===== src/hw/press_seq_pkg.sv =====
package press_seq_pkg;

  ////////////////////////////////////////////////////////////////////////////
  // timing
  localparam int CLK_PERIOD_NS = 100;
  localparam int TICK_PERIOD_MS = 100;
  localparam int TICK_CYCLES = TICK_PERIOD_MS * 1000000 / CLK_PERIOD_NS;
  localparam int TMR_W = 12;
  localparam int PRIOR_ACT_S = 8;
  localparam int AUTO_SHORT_S = 30;
  localparam int AUTO_LONG_MIN = 5;
  localparam int BAR_MAX_SPM = 6;
  localparam int BLINK_HALF_MS = 500;
  localparam logic [TMR_W-1:0] PRIOR_ACT_TICKS =
    TMR_W'(PRIOR_ACT_S * 1000 / TICK_PERIOD_MS);
  localparam logic [TMR_W-1:0] AUTO_SHORT_TICKS =
    TMR_W'(AUTO_SHORT_S * 1000 / TICK_PERIOD_MS);
  localparam logic [TMR_W-1:0] AUTO_LONG_TICKS =
    TMR_W'(AUTO_LONG_MIN * 60 * 1000 / TICK_PERIOD_MS);
  // shortest legal crank revolution while barring
  localparam logic [TMR_W-1:0] BAR_MIN_REV_TICKS =
    TMR_W'(60 * 1000 / (BAR_MAX_SPM * TICK_PERIOD_MS));
  localparam logic [3:0] BLINK_TICKS = 4'(BLINK_HALF_MS / TICK_PERIOD_MS);

  ////////////////////////////////////////////////////////////////////////////
  // selector codes and fault codes
  localparam logic [1:0] STROKE_OFF = 2'h0;
  localparam logic [1:0] STROKE_INCH = 2'h1;
  localparam logic [1:0] STROKE_SINGLE = 2'h2;
  localparam logic [1:0] STROKE_CONTINUOUS_STROKE_SETTING = 2'h3;
  localparam logic [1:0] MODE_TWO_HAND = 2'h0;
  localparam logic [1:0] MODE_ONE_HAND = 2'h1;
  localparam logic [1:0] MODE_FOOT = 2'h2;
  localparam logic [7:0] NO_FAULT_CODE = 8'h00;
  localparam logic [7:0] BAR_OVERSPEED_FAULT_CODE = 8'h1A;

  ////////////////////////////////////////////////////////////////////////////
  // types
  typedef struct packed {
    logic [1:0] stroke_sel;
    logic [1:0] mode_sel;
    logic auto_sel;
    logic auto_long;
    logic fw_foot;
    logic keyed_sel;
    logic curtain_fitted;
    logic prior_act;
    logic palm_left;
    logic palm_right;
    logic foot;
    logic ext_go;
    logic top_stop;
    logic estop;
    logic sys_fault;
    logic curtain_blocked;
    logic muted;
    logic at_top;
    logic past_bdc;
    logic past_carry;
    logic crank_rev;
    logic motor_off;
    logic bar_select;
    logic bar_operate;
    logic reset_select;
  } pins_s;

  typedef enum logic [7:0] {
    ST_IDLE = 8'h01,
    ST_ARMED = 8'h02,
    ST_STROKE = 8'h04,
    ST_CARRY = 8'h08,
    ST_AUTO_WAIT = 8'h10,
    ST_INTERRUPT = 8'h20,
    ST_BAR = 8'h40,
    ST_BAR_FAULT = 8'h80
  } seq_state_e;

  typedef enum logic [2:0] {
    RUN_AUTO = 3'h1,
    RUN_TWO = 3'h2,
    RUN_FOOT = 3'h4
  } run_kind_e;

endpackage : press_seq_pkg


===== src/hw/pin_sync.sv =====
`timescale 1ns/1ns
module pin_sync #(
  parameter int W = 1
) (
  input wire logic clock_in,
  input wire logic rst_b_in,
  input wire logic [W-1:0] async_in,
  output logic [W-1:0] sync_out
);

  logic [W-1:0] meta_r;

  // first stage feeds only the second stage
  always_ff @(posedge clock_in or negedge rst_b_in) begin
    if (!rst_b_in) begin
      meta_r <= '0;
      sync_out <= '0;
    end else begin
      meta_r <= async_in;
      sync_out <= meta_r;
    end
  end

endmodule : pin_sync


===== src/hw/tick_timer.sv =====
`timescale 1ns/1ns
module tick_timer #(
  parameter int W = press_seq_pkg::TMR_W
) (
  input wire logic clock_in,
  input wire logic rst_b_in,
  input wire logic tick_in,
  input wire logic load_in,
  input wire logic [W-1:0] load_val_in,
  output logic running_out,
  output logic expired_out
);

  logic [W-1:0] cnt_r;

  always_ff @(posedge clock_in or negedge rst_b_in) begin
    if (!rst_b_in) begin
      cnt_r <= '0;
    end else if (load_in) begin
      cnt_r <= load_val_in;
    end else if (tick_in && cnt_r != '0) begin
      cnt_r <= cnt_r - 1'b1;
    end
  end

  always_ff @(posedge clock_in or negedge rst_b_in) begin
    if (!rst_b_in) begin
      expired_out <= 1'b0;
    end else begin
      expired_out <= tick_in && !load_in && cnt_r == W'(1);
    end
  end

  assign running_out = cnt_r != '0;

endmodule : tick_timer


===== src/hw/press_stroke_mode_sequencer.sv =====
// What this block does
// - after top stop, open go window: 30 s, or 5 min with option switch 5 on.
// - no go within the window flags a problem; no next stroke until re-armed.
// - first auto stroke: prior-act (lamp blinks) then palms held past bottom.
// - later auto strokes run alone, pausing at top stop for the go signal.
// - continuous two-hand starts only if palms pressed within 8 s of prior-act.
// - prior-act lamp lights on prior-act press and goes out when 8 s expire.
// - continuous two-hand palms released before carry-up stops ram mid-stroke.
// - continuous two-hand runs until top stop, e-stop, fault or curtain trip.
// - e-stop in continuous gives two-hand maintained recovery, flashing LED.
// - continuous foot starts only if foot pressed within 8 s of prior-act.
// - continuous foot strokes while held; on release finish at top stop.
// - continuous foot also stops on top stop, e-stop, fault, curtain trip.
// - option switch 3 has no effect in continuous foot mode.
// - continuous foot needs foot firmware, keyed selector and light curtain.
// - in bar mode, above 6 strokes per minute stop and show overspeed code.
// - reset/select clears the bar overspeed fault and barring resumes.
`timescale 1ns/1ns
module press_stroke_mode_sequencer #(
  parameter int TICK_CYCLES = press_seq_pkg::TICK_CYCLES
) (
  input wire logic clock_in,
  input wire logic rst_b_in,
  input wire logic [1:0] stroke_sel_in,
  input wire logic [1:0] mode_sel_in,
  input wire logic auto_sel_in,
  input wire logic opt_auto_long_in,
  input wire logic fw_foot_in,
  input wire logic keyed_sel_in,
  input wire logic curtain_fitted_in,
  input wire logic prior_act_btn_in,
  input wire logic palm_left_in,
  input wire logic palm_right_in,
  input wire logic foot_sw_in,
  input wire logic ext_go_in,
  input wire logic top_stop_btn_in,
  input wire logic estop_in,
  input wire logic sys_fault_in,
  input wire logic curtain_blocked_in,
  input wire logic curtain_muted_in,
  input wire logic at_top_in,
  input wire logic past_bdc_in,
  input wire logic past_carry_up_in,
  input wire logic crank_rev_in,
  input wire logic motor_off_in,
  input wire logic bar_select_in,
  input wire logic bar_operate_in,
  input wire logic reset_select_in,
  output logic clutch_out,
  output logic prior_act_lamp_out,
  output logic interrupted_led_out,
  output logic auto_problem_out,
  output logic bar_mode_out,
  output logic [7:0] fault_code_out
);

  localparam int DIV_W = $clog2(TICK_CYCLES + 1);

  press_seq_pkg::pins_s raw;
  press_seq_pkg::pins_s p;
  press_seq_pkg::seq_state_e state_r;
  press_seq_pkg::seq_state_e state_nxt;
  press_seq_pkg::run_kind_e kind_r;
  press_seq_pkg::run_kind_e kind_nxt;

  logic [DIV_W-1:0] div_r;
  logic tick_r;
  logic [3:0] blink_cnt_r;
  logic blink_r;
  logic [5:0] prev_r;
  logic prior_rise;
  logic go_rise;
  logic operate_rise;
  logic reset_rise;
  logic top_rise;
  logic crank_rise;
  logic both_palms;
  logic auto_ok;
  logic two_ok;
  logic foot_ok;
  logic bar_ok;
  logic kind_ok;
  logic halt;
  logic finish_r;
  logic problem_r;
  logic tmr_load;
  logic [press_seq_pkg::TMR_W-1:0] tmr_val;
  logic tmr_running;
  logic tmr_expired;
  logic rev_load;
  logic [press_seq_pkg::TMR_W-1:0] rev_val;
  logic rev_running;
  logic overspeed;

  ////////////////////////////////////////////////////////////////////////////
  // pin capture
  always_comb begin
    raw = '0;
    raw.stroke_sel = stroke_sel_in;
    raw.mode_sel = mode_sel_in;
    raw.auto_sel = auto_sel_in;
    raw.auto_long = opt_auto_long_in;
    raw.fw_foot = fw_foot_in;
    raw.keyed_sel = keyed_sel_in;
    raw.curtain_fitted = curtain_fitted_in;
    raw.prior_act = prior_act_btn_in;
    raw.palm_left = palm_left_in;
    raw.palm_right = palm_right_in;
    raw.foot = foot_sw_in;
    raw.ext_go = ext_go_in;
    raw.top_stop = top_stop_btn_in;
    raw.estop = estop_in;
    raw.sys_fault = sys_fault_in;
    raw.curtain_blocked = curtain_blocked_in;
    raw.muted = curtain_muted_in;
    raw.at_top = at_top_in;
    raw.past_bdc = past_bdc_in;
    raw.past_carry = past_carry_up_in;
    raw.crank_rev = crank_rev_in;
    raw.motor_off = motor_off_in;
    raw.bar_select = bar_select_in;
    raw.bar_operate = bar_operate_in;
    raw.reset_select = reset_select_in;
  end

  pin_sync #(
    .W($bits(press_seq_pkg::pins_s))
  ) u_sync (
    .clock_in(clock_in),
    .rst_b_in(rst_b_in),
    .async_in(raw),
    .sync_out(p)
  );

  ////////////////////////////////////////////////////////////////////////////
  // system tick and lamp blink
  always_ff @(posedge clock_in or negedge rst_b_in) begin
    if (!rst_b_in) begin
      div_r <= '0;
      tick_r <= 1'b0;
    end else if (div_r == DIV_W'(TICK_CYCLES - 1)) begin
      div_r <= '0;
      tick_r <= 1'b1;
    end else begin
      div_r <= div_r + 1'b1;
      tick_r <= 1'b0;
    end
  end

  always_ff @(posedge clock_in or negedge rst_b_in) begin
    if (!rst_b_in) begin
      blink_cnt_r <= '0;
      blink_r <= 1'b0;
    end else if (tick_r) begin
      if (blink_cnt_r >= press_seq_pkg::BLINK_TICKS - 4'h1) begin
        blink_cnt_r <= '0;
        blink_r <= ~blink_r;
      end else begin
        blink_cnt_r <= blink_cnt_r + 4'h1;
      end
    end
  end

  ////////////////////////////////////////////////////////////////////////////
  // edges and qualifiers
  always_ff @(posedge clock_in or negedge rst_b_in) begin
    if (!rst_b_in) begin
      prev_r <= '0;
    end else begin
      prev_r <= {p.prior_act, p.ext_go, p.bar_operate,
                 p.reset_select, p.at_top, p.crank_rev};
    end
  end

  assign prior_rise = p.prior_act & ~prev_r[5];
  assign go_rise = p.ext_go & ~prev_r[4];
  assign operate_rise = p.bar_operate & ~prev_r[3];
  assign reset_rise = p.reset_select & ~prev_r[2];
  assign top_rise = p.at_top & ~prev_r[1];
  assign crank_rise = p.crank_rev & ~prev_r[0];
  assign both_palms = p.palm_left & p.palm_right;

  assign auto_ok = p.stroke_sel == press_seq_pkg::STROKE_SINGLE &&
                   p.mode_sel == press_seq_pkg::MODE_TWO_HAND && p.auto_sel;
  assign two_ok = p.stroke_sel == press_seq_pkg::STROKE_CONTINUOUS_STROKE_SETTING &&
                  p.mode_sel == press_seq_pkg::MODE_TWO_HAND;
  // foot running is refused unless the installation can guard it
  assign foot_ok = p.stroke_sel == press_seq_pkg::STROKE_CONTINUOUS_STROKE_SETTING &&
                   p.mode_sel == press_seq_pkg::MODE_FOOT &&
                   p.fw_foot && p.keyed_sel && p.curtain_fitted;
  assign bar_ok = p.stroke_sel == press_seq_pkg::STROKE_INCH &&
                  p.mode_sel == press_seq_pkg::MODE_TWO_HAND &&
                  p.motor_off && p.bar_select;

  always_comb begin
    unique case (kind_r)
      press_seq_pkg::RUN_AUTO: kind_ok = auto_ok;
      press_seq_pkg::RUN_TWO: kind_ok = two_ok;
      press_seq_pkg::RUN_FOOT: kind_ok = foot_ok;
      default: kind_ok = 1'b0;
    endcase
  end

  // a blocked curtain only counts outside the muted part of the stroke
  assign halt = p.estop | p.sys_fault | (p.curtain_blocked & ~p.muted);

  ////////////////////////////////////////////////////////////////////////////
  // shared window timer: arming interval, then the go window
  tick_timer #(
    .W(press_seq_pkg::TMR_W)
  ) u_win_tmr (
    .clock_in(clock_in),
    .rst_b_in(rst_b_in),
    .tick_in(tick_r),
    .load_in(tmr_load),
    .load_val_in(tmr_val),
    .running_out(tmr_running),
    .expired_out(tmr_expired)
  );

  // revolution timer: a new revolution while it still runs is too fast
  assign rev_load = state_r != press_seq_pkg::ST_BAR || crank_rise;
  assign rev_val = state_r == press_seq_pkg::ST_BAR ?
                   press_seq_pkg::BAR_MIN_REV_TICKS : '0;
  assign overspeed = crank_rise && rev_running;

  tick_timer #(
    .W(press_seq_pkg::TMR_W)
  ) u_rev_tmr (
    .clock_in(clock_in),
    .rst_b_in(rst_b_in),
    .tick_in(tick_r),
    .load_in(rev_load),
    .load_val_in(rev_val),
    .running_out(rev_running),
    .expired_out()
  );

  ////////////////////////////////////////////////////////////////////////////
  // sequencer
  always_comb begin
    state_nxt = state_r;
    kind_nxt = kind_r;
    tmr_load = 1'b0;
    tmr_val = press_seq_pkg::PRIOR_ACT_TICKS;
    unique case (state_r)
      press_seq_pkg::ST_IDLE: begin
        if (bar_ok && operate_rise && !halt) begin
          state_nxt = press_seq_pkg::ST_BAR;
        end else if (prior_rise && (auto_ok || two_ok || foot_ok)) begin
          state_nxt = press_seq_pkg::ST_ARMED;
          tmr_load = 1'b1;
          if (auto_ok) begin
            kind_nxt = press_seq_pkg::RUN_AUTO;
          end else if (two_ok) begin
            kind_nxt = press_seq_pkg::RUN_TWO;
          end else begin
            kind_nxt = press_seq_pkg::RUN_FOOT;
          end
        end
      end
      press_seq_pkg::ST_ARMED: begin
        if (halt || !kind_ok || tmr_expired || !tmr_running) begin
          state_nxt = press_seq_pkg::ST_IDLE;
        end else if (kind_r == press_seq_pkg::RUN_FOOT) begin
          // option switch 3 is never consulted here
          if (p.foot) begin
            state_nxt = press_seq_pkg::ST_STROKE;
          end
        end else if (both_palms) begin
          state_nxt = press_seq_pkg::ST_STROKE;
        end
      end
      press_seq_pkg::ST_STROKE: begin
        if (p.estop && kind_r != press_seq_pkg::RUN_AUTO) begin
          state_nxt = press_seq_pkg::ST_INTERRUPT;
        end else if (halt) begin
          state_nxt = press_seq_pkg::ST_IDLE;
        end else if (kind_r == press_seq_pkg::RUN_FOOT) begin
          state_nxt = press_seq_pkg::ST_CARRY;
        end else if (!both_palms) begin
          state_nxt = press_seq_pkg::ST_IDLE;
        end else if (kind_r == press_seq_pkg::RUN_AUTO ? p.past_bdc : p.past_carry) begin
          state_nxt = press_seq_pkg::ST_CARRY;
        end
      end
      press_seq_pkg::ST_CARRY: begin
        if (p.estop && kind_r != press_seq_pkg::RUN_AUTO) begin
          state_nxt = press_seq_pkg::ST_INTERRUPT;
        end else if (halt) begin
          state_nxt = press_seq_pkg::ST_IDLE;
        end else if (top_rise) begin
          if (finish_r || !kind_ok) begin
            state_nxt = press_seq_pkg::ST_IDLE;
          end else if (kind_r == press_seq_pkg::RUN_AUTO) begin
            state_nxt = press_seq_pkg::ST_AUTO_WAIT;
            tmr_load = 1'b1;
            tmr_val = p.auto_long ? press_seq_pkg::AUTO_LONG_TICKS :
                      press_seq_pkg::AUTO_SHORT_TICKS;
          end
        end
      end
      press_seq_pkg::ST_AUTO_WAIT: begin
        if (halt || !auto_ok || p.top_stop) begin
          state_nxt = press_seq_pkg::ST_IDLE;
        end else if (go_rise) begin
          state_nxt = press_seq_pkg::ST_CARRY;
        end else if (tmr_expired) begin
          state_nxt = press_seq_pkg::ST_IDLE;
        end
      end
      press_seq_pkg::ST_INTERRUPT: begin
        if (top_rise && both_palms) begin
          state_nxt = press_seq_pkg::ST_IDLE;
        end
      end
      press_seq_pkg::ST_BAR: begin
        if (!bar_ok || halt) begin
          state_nxt = press_seq_pkg::ST_IDLE;
        end else if (overspeed) begin
          state_nxt = press_seq_pkg::ST_BAR_FAULT;
        end
      end
      press_seq_pkg::ST_BAR_FAULT: begin
        // the fault holds until acknowledged, whatever the selectors do
        if (reset_rise) begin
          state_nxt = bar_ok ? press_seq_pkg::ST_BAR : press_seq_pkg::ST_IDLE;
        end
      end
      default: begin
        state_nxt = press_seq_pkg::ST_IDLE;
      end
    endcase
  end

  always_ff @(posedge clock_in or negedge rst_b_in) begin
    if (!rst_b_in) begin
      state_r <= press_seq_pkg::ST_IDLE;
    end else begin
      state_r <= state_nxt;
    end
  end

  always_ff @(posedge clock_in or negedge rst_b_in) begin
    if (!rst_b_in) begin
      kind_r <= press_seq_pkg::RUN_AUTO;
    end else begin
      kind_r <= kind_nxt;
    end
  end

  // stop request taken mid-stroke is honoured at the next top stop
  always_ff @(posedge clock_in or negedge rst_b_in) begin
    if (!rst_b_in) begin
      finish_r <= 1'b0;
    end else if (state_r == press_seq_pkg::ST_ARMED) begin
      finish_r <= 1'b0;
    end else if ((state_r == press_seq_pkg::ST_CARRY ||
                  state_r == press_seq_pkg::ST_STROKE) &&
                 (p.top_stop || (kind_r == press_seq_pkg::RUN_FOOT && !p.foot))) begin
      finish_r <= 1'b1;
    end
  end

  // problem stays up until the operator re-arms with prior-act
  always_ff @(posedge clock_in or negedge rst_b_in) begin
    if (!rst_b_in) begin
      problem_r <= 1'b0;
    end else if (state_r == press_seq_pkg::ST_AUTO_WAIT &&
                 state_nxt == press_seq_pkg::ST_IDLE && tmr_expired) begin
      problem_r <= 1'b1;
    end else if (state_r == press_seq_pkg::ST_IDLE && prior_rise) begin
      problem_r <= 1'b0;
    end
  end

  ////////////////////////////////////////////////////////////////////////////
  // outputs
  always_ff @(posedge clock_in or negedge rst_b_in) begin
    if (!rst_b_in) begin
      clutch_out <= 1'b0;
    end else begin
      unique case (state_nxt)
        press_seq_pkg::ST_STROKE,
        press_seq_pkg::ST_CARRY,
        press_seq_pkg::ST_BAR: clutch_out <= 1'b1;
        press_seq_pkg::ST_INTERRUPT: clutch_out <= both_palms && !halt;
        default: clutch_out <= 1'b0;
      endcase
    end
  end

  always_ff @(posedge clock_in or negedge rst_b_in) begin
    if (!rst_b_in) begin
      prior_act_lamp_out <= 1'b0;
    end else if (state_nxt == press_seq_pkg::ST_ARMED) begin
      prior_act_lamp_out <= kind_nxt == press_seq_pkg::RUN_AUTO ? blink_r : 1'b1;
    end else begin
      prior_act_lamp_out <= 1'b0;
    end
  end

  always_ff @(posedge clock_in or negedge rst_b_in) begin
    if (!rst_b_in) begin
      interrupted_led_out <= 1'b0;
    end else begin
      interrupted_led_out <= state_nxt == press_seq_pkg::ST_INTERRUPT && blink_r;
    end
  end

  always_ff @(posedge clock_in or negedge rst_b_in) begin
    if (!rst_b_in) begin
      fault_code_out <= press_seq_pkg::NO_FAULT_CODE;
    end else if (state_nxt == press_seq_pkg::ST_BAR_FAULT) begin
      fault_code_out <= press_seq_pkg::BAR_OVERSPEED_FAULT_CODE;
    end else begin
      fault_code_out <= press_seq_pkg::NO_FAULT_CODE;
    end
  end

  always_ff @(posedge clock_in or negedge rst_b_in) begin
    if (!rst_b_in) begin
      bar_mode_out <= 1'b0;
    end else begin
      bar_mode_out <= state_nxt == press_seq_pkg::ST_BAR ||
                      state_nxt == press_seq_pkg::ST_BAR_FAULT;
    end
  end

  assign auto_problem_out = problem_r;

endmodule : press_stroke_mode_sequencer


===== config.mk =====
export PLATFORM = sky130hd
export DESIGN_NAME = press_stroke_mode_sequencer
export DESIGN_NICKNAME = d
export VERILOG_FILES = /design/src/hw/press_seq_pkg.sv /design/src/hw/pin_sync.sv /design/src/hw/tick_timer.sv /design/src/hw/press_stroke_mode_sequencer.sv
export SDC_FILE = /design/constraint.sdc
export NUM_CORES = 1
export LEC_CHECK = 0
export ABC_AREA = 1
export BUFFER_PORTS_ARGS = -buffer_cell sky130_fd_sc_hd__buf_2
export CORE_AREA = 2 2 101 127
export CTS_BUF_LIST = sky130_fd_sc_hd__clkbuf_2
export DETAILED_ROUTE_END_ITERATION = 7
export DIE_AREA = 0 0 103 129
export GPL_ROUTABILITY_DRIVEN = 0
export PLACE_DENSITY = 0.67
export SYNTH_ARGS = -nofsm -noshare
export SYNTH_HDL_FRONTEND = slang
export SYNTH_SLANG_ARGS = --single-unit

===== constraint.sdc =====
create_clock -name clock_in -period 1.87 [get_ports clock_in]
set_input_delay 0.2805 -clock clock_in [delete_from_list [all_inputs] [get_ports clock_in]]
set_output_delay 0.2805 -clock clock_in [all_outputs]
set_load 0.02 [all_outputs]

* Yosys cells after proc, flatten, opt, wreduce, memory -nomap -nowiden
Index checks and enable logic that the tools add are counted. Widths: inputs -> output; s select.
Operators by class: add/subtract/negate cells 4, $lt $le $gt $ge 1, equal/unequal tests 27, muxes and demuxes 63, bitwise operators 18, reductions and logical operators 56
Operators with widths (count):
- $mux 8 | 23
- $mux 12 | 11
- $pmux 8 s8 | 1
- $logic_and 1x1->1 | 27
- $reduce_bool 12->1 | 2
- $sub 12x1->12 const B | 2
- $add 20x1->20 const B | 1
- $eq 20x20->1 const B | 1
- $mux 20 | 1
- $eq 8x1->1 const B | 2
- $eq 8x2->1 const B | 2
- $eq 8x3->1 const B | 2
- $eq 8x4->1 const B | 2
- $eq 8x6->1 const B | 2
- $eq 8x7->1 const B | 2
- $eq 8x8->1 const B | 2
- $mux 1 | 15
- $mux 3 | 5
- $mux 7 | 2
- $logic_or 1x1->1 | 13
- $eq 12x1->1 const B | 1
- $and 1x1->1 | 8
- $eq 8x5->1 const B | 1
- $ne 8x7->1 const B | 1
- 19 further kinds | 40
Storage, ports and cells: register bits 136, bits of input ports 29, output and inout port bits 13, logic and storage cells 188

* Longest topological paths before layout
Gate-level depths: netlist of the first run.
word-level depth 17, mapped depth 13, depth with buffers taken out 13

* Cells and area by module
A second synthesis of the first run with hierarchy kept.
Unflattened totals: cell total of the unflattened synthesis 726, area total of the unflattened synthesis 6179.7 µm²
By module, submodules not included:
- press_stroke_mode_sequencer | times used 1, cells an instance 400, area an instance 2986.6 µm², sequential area each 1253.7 µm²
- tick_timer | times used 2, cells an instance 136, area an instance 920.9 µm², sequential area each 325.3 µm²
- pin_sync | times used 1, cells an instance 54, area an instance 1351.3 µm², sequential area each 1351.3 µm²

* Worst setup path before layout of the first run
Ideal clock, no wire load.
path type reg2reg, from register u_win_tmr.cnt_r[0], to register u_win_tmr.cnt_r[10], library setup time 0.119 ns, data arrival time 1.584 ns, required time 1.751 ns, path slack 0.167 ns, stages on the path, launching flop included 11, path buffers 0, clock period less this slack 1.703 ns, path through dfrtp_1 -> inv_1 -> ha_1 -> nand2_1 -> nor2_1 -> nand2_1 -> nand2_2 -> inv_1 -> nand4_1 -> xor2_1 -> nor2_1
Between the ends: longest elaborated chain between the ends 3, elaborated cells on any way between the ends 6, those cells by class 1 x add/sub; 2 x mux; 3 x reduce/logical
RTL lines:
- start, declared | line tick_timer.sv:14 | logic [W-1:0] cnt_r;
- start signal, assigned | line tick_timer.sv:20 | cnt_r <= load_val_in;
- start signal, assigned | line tick_timer.sv:22 | cnt_r <= cnt_r - 1'b1;
- $sub 12x1->12 / $reduce_bool 12->1 (equally long branches) | line tick_timer.sv:22, tick_timer.sv:21
- $mux 12 / $logic_and 1x1->1 (equally long branches) | line tick_timer.sv:21 | end else if (tick_in && cnt_r != '0) begin
- $mux 12 / $reduce_bool 2->1 (equally long branches)
Parallel ways exist; a longest one is shown, timed or not. The select of a mux whose other input is x is not followed. A chain may end at the register's enable or synchronous reset.

* Final worst setup path of the first run
from register state_r[0], to register clutch_out
Between the ends: longest elaborated chain between the ends 9, elaborated cells on any way between the ends 38, those cells by class 12 x eq/ne; 25 x mux; 1 x reduce/logical
RTL lines:
- start, declared | line press_stroke_mode_sequencer.sv:61 | press_seq_pkg::seq_state_e state_r;
- start signal, assigned | line press_stroke_mode_sequencer.sv:338 | state_r <= press_seq_pkg::ST_IDLE;
- start signal, assigned | line press_stroke_mode_sequencer.sv:340 | state_r <= state_nxt;
- $mux 8 (on tied branches) | line press_stroke_mode_sequencer.sv:295, press_stroke_mode_sequencer.sv:283
- $mux 8 (on tied branches) | line press_stroke_mode_sequencer.sv:293, press_stroke_mode_sequencer.sv:281
- $mux 8 (on tied branches) | line press_stroke_mode_sequencer.sv:292, press_stroke_mode_sequencer.sv:279
- $mux 8 (on tied branches) | line press_stroke_mode_sequencer.sv:290, press_stroke_mode_sequencer.sv:277
- $mux 8 (on tied branches) | line press_stroke_mode_sequencer.sv:288, press_stroke_mode_sequencer.sv:275
- $pmux 8 s8 * | line press_stroke_mode_sequencer.sv:246 | unique case (state_r)
- $eq 8x7->1, or another cell as far along | line press_stroke_mode_sequencer.sv:383 | unique case (state_nxt)
- $reduce_or 3->1 | line press_stroke_mode_sequencer.sv:383
- $pmux 1 s2 * | line press_stroke_mode_sequencer.sv:383
- end signal, assigned | line press_stroke_mode_sequencer.sv:387 | press_seq_pkg::ST_INTERRUPT: clutch_out <= both_palms && !halt;
- end, declared | line press_stroke_mode_sequencer.sv:49 | output logic clutch_out,
Mark *: on every way between the ends. The rest lies on a longest branch, timed or not.

==> impl_results.md, run 1 <==
* Detailed Route WL at 12700 um
* Final min period at 1.84 ns
* Switch Pwr at 1.89 mW
* Total design power at 6.21 mW
* PwrDens at 854 nW/um^2
* Routed len/inst at 13.3 um
* Buf/Inv on CP at 1
* Crit-path cells: nor2_4, nand2_1, nor2_1, buf_4, nor2_1, nand3_1, nor2_1, a21oi_1, a21oi_2, nand3_1
* CTS H-tree lvls at 4
* CTS tree: done
* Syn-to-layout area delta at 22.5%
* Post-synth top flop: dfrtp_1
* Dpl cells at 879
* Layout cells sized above 1 at 24.6%
* Clk slew on worst S/H paths at 0.21 ns
* Commonest non-fill, non-tap cell in the layout: dfrtp_1
* CTS max path bufs at 2
* CP Launch Type: register
* Leakage power at 3.59 nW
* Drt pass-1 iters at 8
* Core Area at 12000 um^2
* Average size of a mapped cell at 8.96 um^2
* Vias/cell at 5.06
* Cells after Synth at 663
* Synth cell types at 47
* CP top delay family: simple AND/OR/NAND/NOR gates
* Initial antenna violation count at 1
* RSZ-0062 raised after global routing: true
* Fin. max-slew vios at 0
* Seq pwr share at 50.1%
* Num rows at 45
* Highest clock rate at 544 MHz
* Final Hold Vio Count at 0
* Hold Path Class: in -> async
* Tcrit/Tclk final at 98.2%
* DP HPWL at 9080 um
* I/O pin count at 42
* GR Overflow Total at 0
* Ys async rst share at 100%
* Clock power share at 31.3%
* Initial core utilization at 49.3%
* Combinational share of power at 18.6%
* Clock tree sinks at 129
* Antenna-violating nets left at 0
* CTS Buf Count at 17
* Yosys reg bits at 129
* First-pass GRT wire length at 21600 um
* Failing checks: DRC
* Vias in the first global route at 4805
* Die area at 13300 um^2
* Vias at 4836
* Worst path max stage delay at 0.65 ns
* Final Setup Violations at 0
* Clk_skew at 0.0649 ns
* Fillers at 1032
* Worst skew pair latency at 0.69 ns
* CP endpoint kind: register
* Switch share at 30.5%
* Syn Std Cell Area at 5940 um^2
* Maximum fanout along the worst path at 6
* Critical path class: reg -> reg
* Post-synthesis sequential area ratio at 54.4%
* Pre-CTS setup slack at 0.0192 ns
* Max-cap violations at 0
* Final cell count without fillers at 955
* Largest net degree at the start of global routing at 56
* Crit path top cell by count: nor2_1
* Drt initial violations at 387
* Status: finished, violations left
* Final design utilization at 60.4%
* Fin nets at 811
* Die X-Extent at 103 um
* Total track usage at 20.9%
* Register-to-register setup slack at 0.03 ns
* CP Data Required Time at 2.40 ns
* EDFF count, synth at 0
* Commonest cells after routing, fill and taps aside: dfrtp_1 (124), nand2_1 (120), inv_1 (84)
* Worst path slowest cell: dfstp_2
* PnR worst setup slack at 0.0329 ns
* Internal power at 4.32 mW
* Root buf cell: clkbuf_2
* VDD IR max at 756 uV
* DRC viols at 2
* Die Height at 129 um
* Worst path arrival time at 2.37 ns
* Yosys warns at 0
* Port Buf Inserts at 36
==> layout make-up <==
cell class	count	area [um^2]	share of cell area, %
flip-flops and latches	129	3230	44.5
multi-input cells	436	2430	33.4
repair buffers	101	766	10.5
inverters	92	349	4.80
well taps	164	205	2.82
clock inverters	13	188	2.58
clock buffers	19	95.1	1.31
diodes	1	2.50	0.0344
==> layer usage <==
layer | track usage [%] | part of all wire (%) | vias to the layer above
met5 | 0 | 0 | -
met4 | 12.7 | 4.1 | 0
met3 | 4.13 | 3.6 | 45
met2 | 34.1 | 52 | 157
met1 | 25.3 | 40 | 2282
li1 | - | - | 2352
==> stage by stage <==
stage                     hold WS [ns]  setup TNS (ns)  area, um^2
after global routing            0.0155          -0.242        7270
after floorplan                -0.0151               0        5950
after CTS                       0.0111               0        7030
after global placement           0.206               0        6450
after detailed placement         0.208               0        6450
final                           0.0437               0        7270
==> cell usage after synthesis, types with 3 or more instances <==
cell,count,share of area (%)
inv_2,3,0.19
or2_2,4,0.42
nand2_4,3,0.57
nand2_1,129,8.2
nor3_1,22,1.9
buf_4,7,0.88
nor4_1,5,0.53
nor2_4,9,1.7
nor2_1,79,5.0
a31oi_1,4,0.42
dfrtp_1,127,54
nand3_1,48,4.0
nand4_1,11,1.2
ha_1,5,1.1
inv_1,87,5.5
o21ai_1,3,0.25
xor2_1,17,2.5
nand2_2,6,0.63
o21ai_0,32,2.7
nor2_2,5,0.53
nand3_2,3,0.51
a21oi_1,19,1.6
==> logic make-up (layout without fill, tap and decap cells) <==
logic type      count (synthesis)  count (layout)  synth area share, %
xor+xnor                       19              19                 2.80
buf+inv                       103             225                 7.33
simple gates                  336             337                 27.3
flops                         129             129                 54.4
fa+ha+maj                       5               5                 1.05
other cells                     1               6               0.0632
compound gates                 70              70                 7.06
==> power by group through the flow <==
| stage | sequential (mW) | clock, mW | combinational (mW) |
|---|---|---|---|
| 3_3_place_gp | 3.15 | 0 | 0.973 |
| 3_5_place_dp | 3.16 | 0 | 0.998 |
| 4_1_cts | 3.11 | 2.01 | 1.06 |
| 2_1_floorplan | 3.12 | 0 | 0.708 |
| 6_report | 3.11 | 1.94 | 1.15 |
| 5_1_grt | 3.14 | 2.14 | 1.30 |
==> worst paths after layout <==
path / start / end / depth (start not counted)
max in group asynchronous: rst_b_in / state_r[0] / 3
hold / removal: rst_b_in / u_sync.sync_out[24] / 2
hold reg to reg: u_sync.sync_out[4] / prev_r[0] / 0
min in group clock_in: fw_foot_in / u_sync.meta_r[20] / 2
setup / recovery: state_r[0] / clutch_out / 10
setup reg to reg: state_r[0] / clutch_out / 10
==> sequential cells by signal, indices dropped and copies added, names as in the netlist, 3 cells and up <==
register,cells
blink_cnt_r,4
u_sync.meta_r,27
prev_r,6
kind_r,3
u_rev_tmr.cnt_r,12
state_r,8
u_win_tmr.cnt_r,12
u_sync.sync_out,27
div_r,20
==> repair_timing <==
action	CTS	global route
gates resized for setup	7	40
setup buffers	0	14
hold buffers	28	0
gates cloned	0	1
endpoints found under the setup margin	3	27
pin swaps	3	18
endpoints found under the hold margin	154	0
No activity file was read; power rests on OpenSTA's default activity.
==> run 2, diff against run 1 <==
--- a/config.mk
+++ b/config.mk
@@ -6,11 +6,11 @@
 export NUM_CORES = 1
 export LEC_CHECK = 0
 export ABC_AREA = 1
-export BUFFER_PORTS_ARGS = -buffer_cell sky130_fd_sc_hd__buf_2
-export CORE_AREA = 2 2 101 127
-export CTS_BUF_LIST = sky130_fd_sc_hd__clkbuf_2
+export BUFFER_PORTS_ARGS = -buffer_cell sky130_fd_sc_hd__clkbuf_2
+export CORE_AREA = 2 2 92 139
+export CTS_BUF_LIST = sky130_fd_sc_hd__clkbuf_16
 export DETAILED_ROUTE_END_ITERATION = 7
-export DIE_AREA = 0 0 103 129
+export DIE_AREA = 0 0 94 141
 export GPL_ROUTABILITY_DRIVEN = 0
 export PLACE_DENSITY = 0.67
 export SYNTH_ARGS = -nofsm -noshare
==> impl_results.md, run 2 (synthesis gave the netlist of run 1 again) <==
* Switch share at 27.6% (-2.9 points)
* Combinational share of power at 16.2% (-2.4 points)
* Clock tree sinks at 129 (unchanged)
* Fin nets at 814 (+0.37%)
* Internal power at 5.55 mW (+29%)
* Worst path arrival time at 2.19 ns (-0.18 ns)
* Worst skew pair latency at 0.41 ns (-0.28 ns)
* Clk_skew at 0.0141 ns (-0.0508 ns)
* Die X-Extent at 94 um (-8.7%)
* Vias at 4867 (+0.64%)
* PnR worst setup slack at -0.0447 ns (-0.0777 ns)
* CTS H-tree lvls at 4 (unchanged)
* Clk slew on worst S/H paths at 0.06 ns (-0.15 ns)
* Num rows at 50 (+11%)
* Commonest cells after routing, fill and taps aside: dfrtp_1 (126), nand2_1 (122), inv_1 (85)
* RSZ-0062 raised after global routing: true
* Syn-to-layout area delta at 28.5%
* Critical path class: reg -> reg
* Antenna-violating nets left at 0 (unchanged)
* Placed Area at 6460 um^2 (about the same)
* Detailed Route WL at 13900 um (+9.8%)
* Met3 GRT Util at 4.22% (+0.094 points)
* Final min period at 1.91 ns (+0.0777 ns)
* Initial core utilization at 48.7% (-0.61 points)
* First-pass GRT wire length at 22600 um (+4.9%)
* GR Overflow Total at 0 (unchanged)
* I/O pin count at 42 (unchanged)
* WHS at 0.260 ns (+0.217 ns)
* Seq pwr share at 40.5% (-9.6 points)
* Fillers at 989 (-4.2%)
* Status: finished, violations left
* DRC viols at 0 (-2)
* Die area at 13300 um^2 (-0.25%)
* Core Area at 12200 um^2 (+1.2%)
* CP Data Required Time at 2.14 ns (-0.26 ns)
* Highest clock rate at 522 MHz (-4.1%)
* PwrDens at 1000 nW/um^2 (+18%)
* DP HPWL at 9530 um (+5.0%)
* Drt initial violations at 273 (-29%)
* Final Setup Violations at 3 (+3)
* Largest net degree at the start of global routing at 71 (+27%)
* CTS Buf Count at 17 (unchanged)
* Hold Path Class: in -> async
* Root buf cell: clkbuf_16
* Maximum fanout along the worst path at 4 (-2)
* VDD IR max at 744 uV (-1.6%)
* CTS max path bufs at 2 (unchanged)
* Tcrit/Tclk final at 102% (+4.2 points)
* Busiest grt layer: met2
* Port Buf Inserts at 36 (unchanged)
* Initial antenna violation count at 0 (-1)
* M1 GR Usage at 22.9% (-2.4 points)
* Die Height at 141 um (+9.3%)
* Fin. max-slew vios at 0 (unchanged)
* Routed len/inst at 14.7 um (+10%)
* Commonest non-fill, non-tap cell in the layout: dfrtp_1
* CTS tree: done
* Design area at 7630 um^2 (+5.0%)
* CP endpoint kind: register
* Leakage power at 3.76 nW (+4.8%)
* CP Launch Type: register
* Clock power share at 43.2% (+12 points)
* Antenna diode count at 0 (-1)
* Max-cap violations at 0 (unchanged)
* Layout cells sized above 1 at 24.6% (+0.033 points)
* M2 GR Usage at 38.7% (+4.6 points)
* Failing checks: setup timing
* Vias in the first global route at 4997 (+4.0%)
* Total track usage at 22.0% (+1.2 points)
* Biggest regs: u_sync.meta_r x27, u_sync.sync_out x27, div_r x20
* Vias/cell at 5.13 (+1.3%)
* Final Hold Vio Count at 0 (unchanged)
* Drt pass-1 iters at 4 (-4)
* Switch Pwr at 2.12 mW (+12%)
## run 2: timing repair
item,CTS,global route
pin swaps,4,15
gates resized for setup,11,45
setup endpoints to repair,3,28
hold buffers,28,0
gates cloned,0,1
buffers inserted,4,11
endpoints found under the hold margin,36,0
## run 2: area by class of cell
type                    count  area, um^2  area share (%)
flip-flops and latches    129        3230            42.3
multi-input cells         436        2470            32.3
repair buffers            104         792            10.4
clock buffers              17         425            5.57
inverters                  92         352            4.61
well taps                 156         195            2.56
clock inverters            15         170            2.23
## run 2: layer usage
layer  routed length, um  part of all wire (%)
met1                5140                    37
met2                7390                    53
met3                 498                   3.6
met4                 885                   6.4
met5                   0                     0
## run 2: power groups by stage
| stage | combinational [mW] | clock (mW) | sequential (mW) |
|---|---|---|---|
| 4_1_cts | 1.16 | 3.36 | 3.10 |
| 3_3_place_gp | 1.03 | 0 | 3.15 |
| 3_5_place_dp | 1.05 | 0 | 3.15 |
| 5_1_grt | 1.37 | 3.50 | 3.13 |
| 6_report | 1.24 | 3.31 | 3.11 |
| 2_1_floorplan | 0.708 | 0 | 3.12 |
## run 2: worst paths after layout
kind / cells past startpoint / from / to / slack [ns]
max: 9 / kind_r[0] / clutch_out / -0.04
min: 2 / rst_b_in / u_win_tmr.cnt_r[7] / 0.26
max reg2reg: 9 / kind_r[0] / clutch_out / -0.04
min reg2reg: 0 / u_sync.meta_r[26] / u_sync.sync_out[26] / 0.34
max in group asynchronous: 3 / rst_b_in / kind_r[0] / 0.98
min in group clock_in: 0 / u_sync.meta_r[26] / u_sync.sync_out[26] / 0.34
## run 2: worst max-delay path, stage by stage, from the launching register on
cell	delay [ns]
dfstp_2	0.57
inv_4	0.05
nor3_4	0.21
inv_2	0.09
nor2_4	0.17
inv_2	0.08
nand3_1	0.17
nand3_2	0.12
a21oi_2	0.18
nand3_1	0.12
## run 2: per-stage QoR
step	util (%)	setup TNS, ns	power, mW	cells	setup slack [ns]
CTS	60.7	0	7.62	937	0.00222
finish	62.6	-0.0862	7.66	949	-0.0447
global route	62.6	-1.17	8.00	949	-0.128
global placement	52.9	-0.161	4.18	873	-0.161
floorplan	-	0	3.83	667	0.167
detailed placement	52.9	-0.187	4.20	873	-0.184
==> run 3, diff against run 2 <==
--- a/config.mk
+++ b/config.mk
@@ -12,7 +12,8 @@
 export DETAILED_ROUTE_END_ITERATION = 7
 export DIE_AREA = 0 0 94 141
 export GPL_ROUTABILITY_DRIVEN = 0
-export PLACE_DENSITY = 0.67
+export MAX_ROUTING_LAYER = met4
+export PLACE_DENSITY = 0.71
 export SYNTH_ARGS = -nofsm -noshare
 export SYNTH_HDL_FRONTEND = slang
 export SYNTH_SLANG_ARGS = --single-unit
==> impl_results.md, run 3 (synthesis gave the netlist of run 1 again) <==
* GR Overflow Total at 0 (unchanged)
* Highest clock rate at 524 MHz (+0.43%)
* Drt initial violations at 479 (+75%)
* Vias at 5000 (+2.7%)
* Crit-path cells: nor2_4, nand2_1, inv_1, nand3_1, nand2_1, inv_1, nand3_1, nor2_2, nand3_2, a21oi_2, nand3_1
* Seq pwr share at 41.4% (+0.9 points)
* Commonest cells after routing, fill and taps aside: dfrtp_1 (127), nand2_1 (126), inv_1 (87)
* Combinational share of power at 15.6% (-0.6 points)
* Core Area at 12200 um^2 (unchanged)
* Clk slew on worst S/H paths at 0.06 ns (about the same)
* Worst-Margin Slew at 0.574 ns
* Die Height at 141 um (unchanged)
* DR WL met3 at 610 um (+22%)
* Largest net degree at the start of global routing at 44 (-38%)
* Syn-to-layout area delta at 26.9%
* First-pass GRT wire length at 22800 um (+0.70%)
* Max Used Layer: met4
* PnR worst setup slack at -0.0366 ns (+0.00814 ns)
* Initial antenna violation count at 0 (unchanged)
* PwrDens at 1000 nW/um^2 (-0.46%)
* Total track usage at 22.7% (+0.64 points)
* DP HPWL at 9580 um (+0.51%)
* CP endpoint kind: register
* Vias in the first global route at 5005 (+0.16%)
* Drt pass-1 iters at 5 (+1)
* Hold Path Class: reg -> reg
* Routed len/inst at 14.6 um (-0.38%)
* Failing checks: setup timing
* Die area at 13300 um^2 (unchanged)
* Switch share at 28.2% (+0.62 points)
* Critical path class: reg -> reg
* CP Launch Type: register
* Max-cap violations at 0 (unchanged)
* Detailed Route WL at 13800 um (-0.59%)
* WL met2 at 7560 um (+2.2%)
* Worst hold stages at 0
* VDD IR max at 711 uV (-4.3%)
* Vias/cell at 5.28 (+2.9%)
* RSZ-0062 raised after global routing: true
* Num rows at 50 (unchanged)
* Crit path top cell by count: nand3_1
* Antenna-violating nets left at 0 (unchanged)
* Worst path arrival time at 2.19 ns (about the same)
* Final design utilization at 61.8% (-0.77 points)
* CTS H-tree lvls at 4 (unchanged)
* Die X-Extent at 94 um (unchanged)
* CTS tree: done
* Layout cells sized above 1 at 22.4% (-2.2 points)
* Initial core utilization at 48.7% (unchanged)
* Status: finished, violations left
* Clock tree sinks at 129 (unchanged)
* Buf/Inv on CP at 2 (-1)
* Port Buf Inserts at 36 (unchanged)
* CP Data Required Time at 2.16 ns (+0.02 ns)
* CTS Buf Count at 17 (unchanged)
* Clock power share at 43.0% (-0.2 points)
* Post-Route M1 WL at 5000 um (-2.7%)
* Switch Pwr at 2.13 mW (+0.51%)
* Final Hold Vio Count at 0 (unchanged)
* Worst skew pair latency at 0.41 ns (about the same)
* Maximum fanout along the worst path at 5 (+1)
* Worst path slowest cell: dfstp_2
* Internal power at 5.41 mW (-2.5%)
* Worst rel slew slack at 61.7%
* Worst path max stage delay at 0.60 ns (+0.03 ns)
* Final Setup Violations at 3 (unchanged)
* Biggest regs: u_sync.meta_r x27, u_sync.sync_out x27, div_r x20
* Cells on worst reg2reg path at 11 (+2)
* Fin. max-slew vios at 0 (unchanged)
* CP top delay family: simple AND/OR/NAND/NOR gates
* Fin nets at 812 (-0.25%)
* Final min period at 1.91 ns (-0.00814 ns)
* I/O pin count at 42 (unchanged)
* Commonest non-fill, non-tap cell in the layout: dfrtp_1
* Antenna diode count at 0 (unchanged)
* Root buf cell: clkbuf_16
* CTS max path bufs at 2 (unchanged)
* Clk_skew at 0.0101 ns (-0.00399 ns)
* Final setup TNS at -0.0462 ns (+0.0400 ns)
* Tcrit/Tclk final at 102% (-0.44 points)
* Leakage power at 3.72 nW (-0.90%)
* DRC viols at 0 (unchanged)
* Stages on the worst setup path at 11 (+2)
[run 3: timing repair]
action	4_1_cts	5_1_grt
gates resized for setup	5	23
hold buffers	28	0
setup endpoints to repair	4	20
setup buffers	0	10
pin swaps	0	8
endpoints found under the hold margin	67	0
[run 3: power groups by stage]
stage / Combinational [mW] / Sequential (mW) / Clock, mW
after floorplan: 0.708 / 3.12 / 0
after global placement: 0.985 / 3.15 / 0
after detailed placement: 1.01 / 3.16 / 0
after CTS: 1.07 / 3.12 / 3.28
after global routing: 1.29 / 3.14 / 3.42
final: 1.18 / 3.12 / 3.24
[run 3: layout make-up]
cell class,count,area (um^2)
Tap cell,156,195
Sequential cell,129,3230
Clock buffer,17,425
Clock inverter,15,159
Timing Repair Buffer,103,793
Inverter,92,349
Fill cell,976,4660
Multi-Input combinational cell,435,2390
[run 3: layer usage]
layer	GRT usage, %	up-vias
li1	-	2359
met1	24.0	2379
met2	39.8	193
met3	4.06	69
met4	11.7	0
met5	-	-
[run 3: worst paths after layout]
path / start / endpoint / slack [ns]
setup / recovery: state_r[0] / clutch_out / -0.04
hold / removal: u_sync.meta_r[19] / u_sync.sync_out[19] / 0.35
hold reg to reg: u_sync.meta_r[19] / u_sync.sync_out[19] / 0.35
setup reg to reg: state_r[0] / clutch_out / -0.04
max in group asynchronous: rst_b_in / state_r[0] / 0.84
min in group asynchronous: rst_b_in / prev_r[3] / 0.42
[run 3: through the flow]
stage          total power [mW]  hold slack, ns  area, um^2  setup slack (ns)  cells
6_report                   7.54           0.346        7540           -0.0366    947
5_1_grt                    7.85           0.352        7540            -0.127    947
4_1_cts                    7.46           0.346        7380           0.00381    937
3_5_place_dp               4.17           0.321        6500           -0.0574    877
3_3_place_gp               4.13           0.317        6500           -0.0178    877
2_1_floorplan              3.83         -0.0151        5950             0.167    667
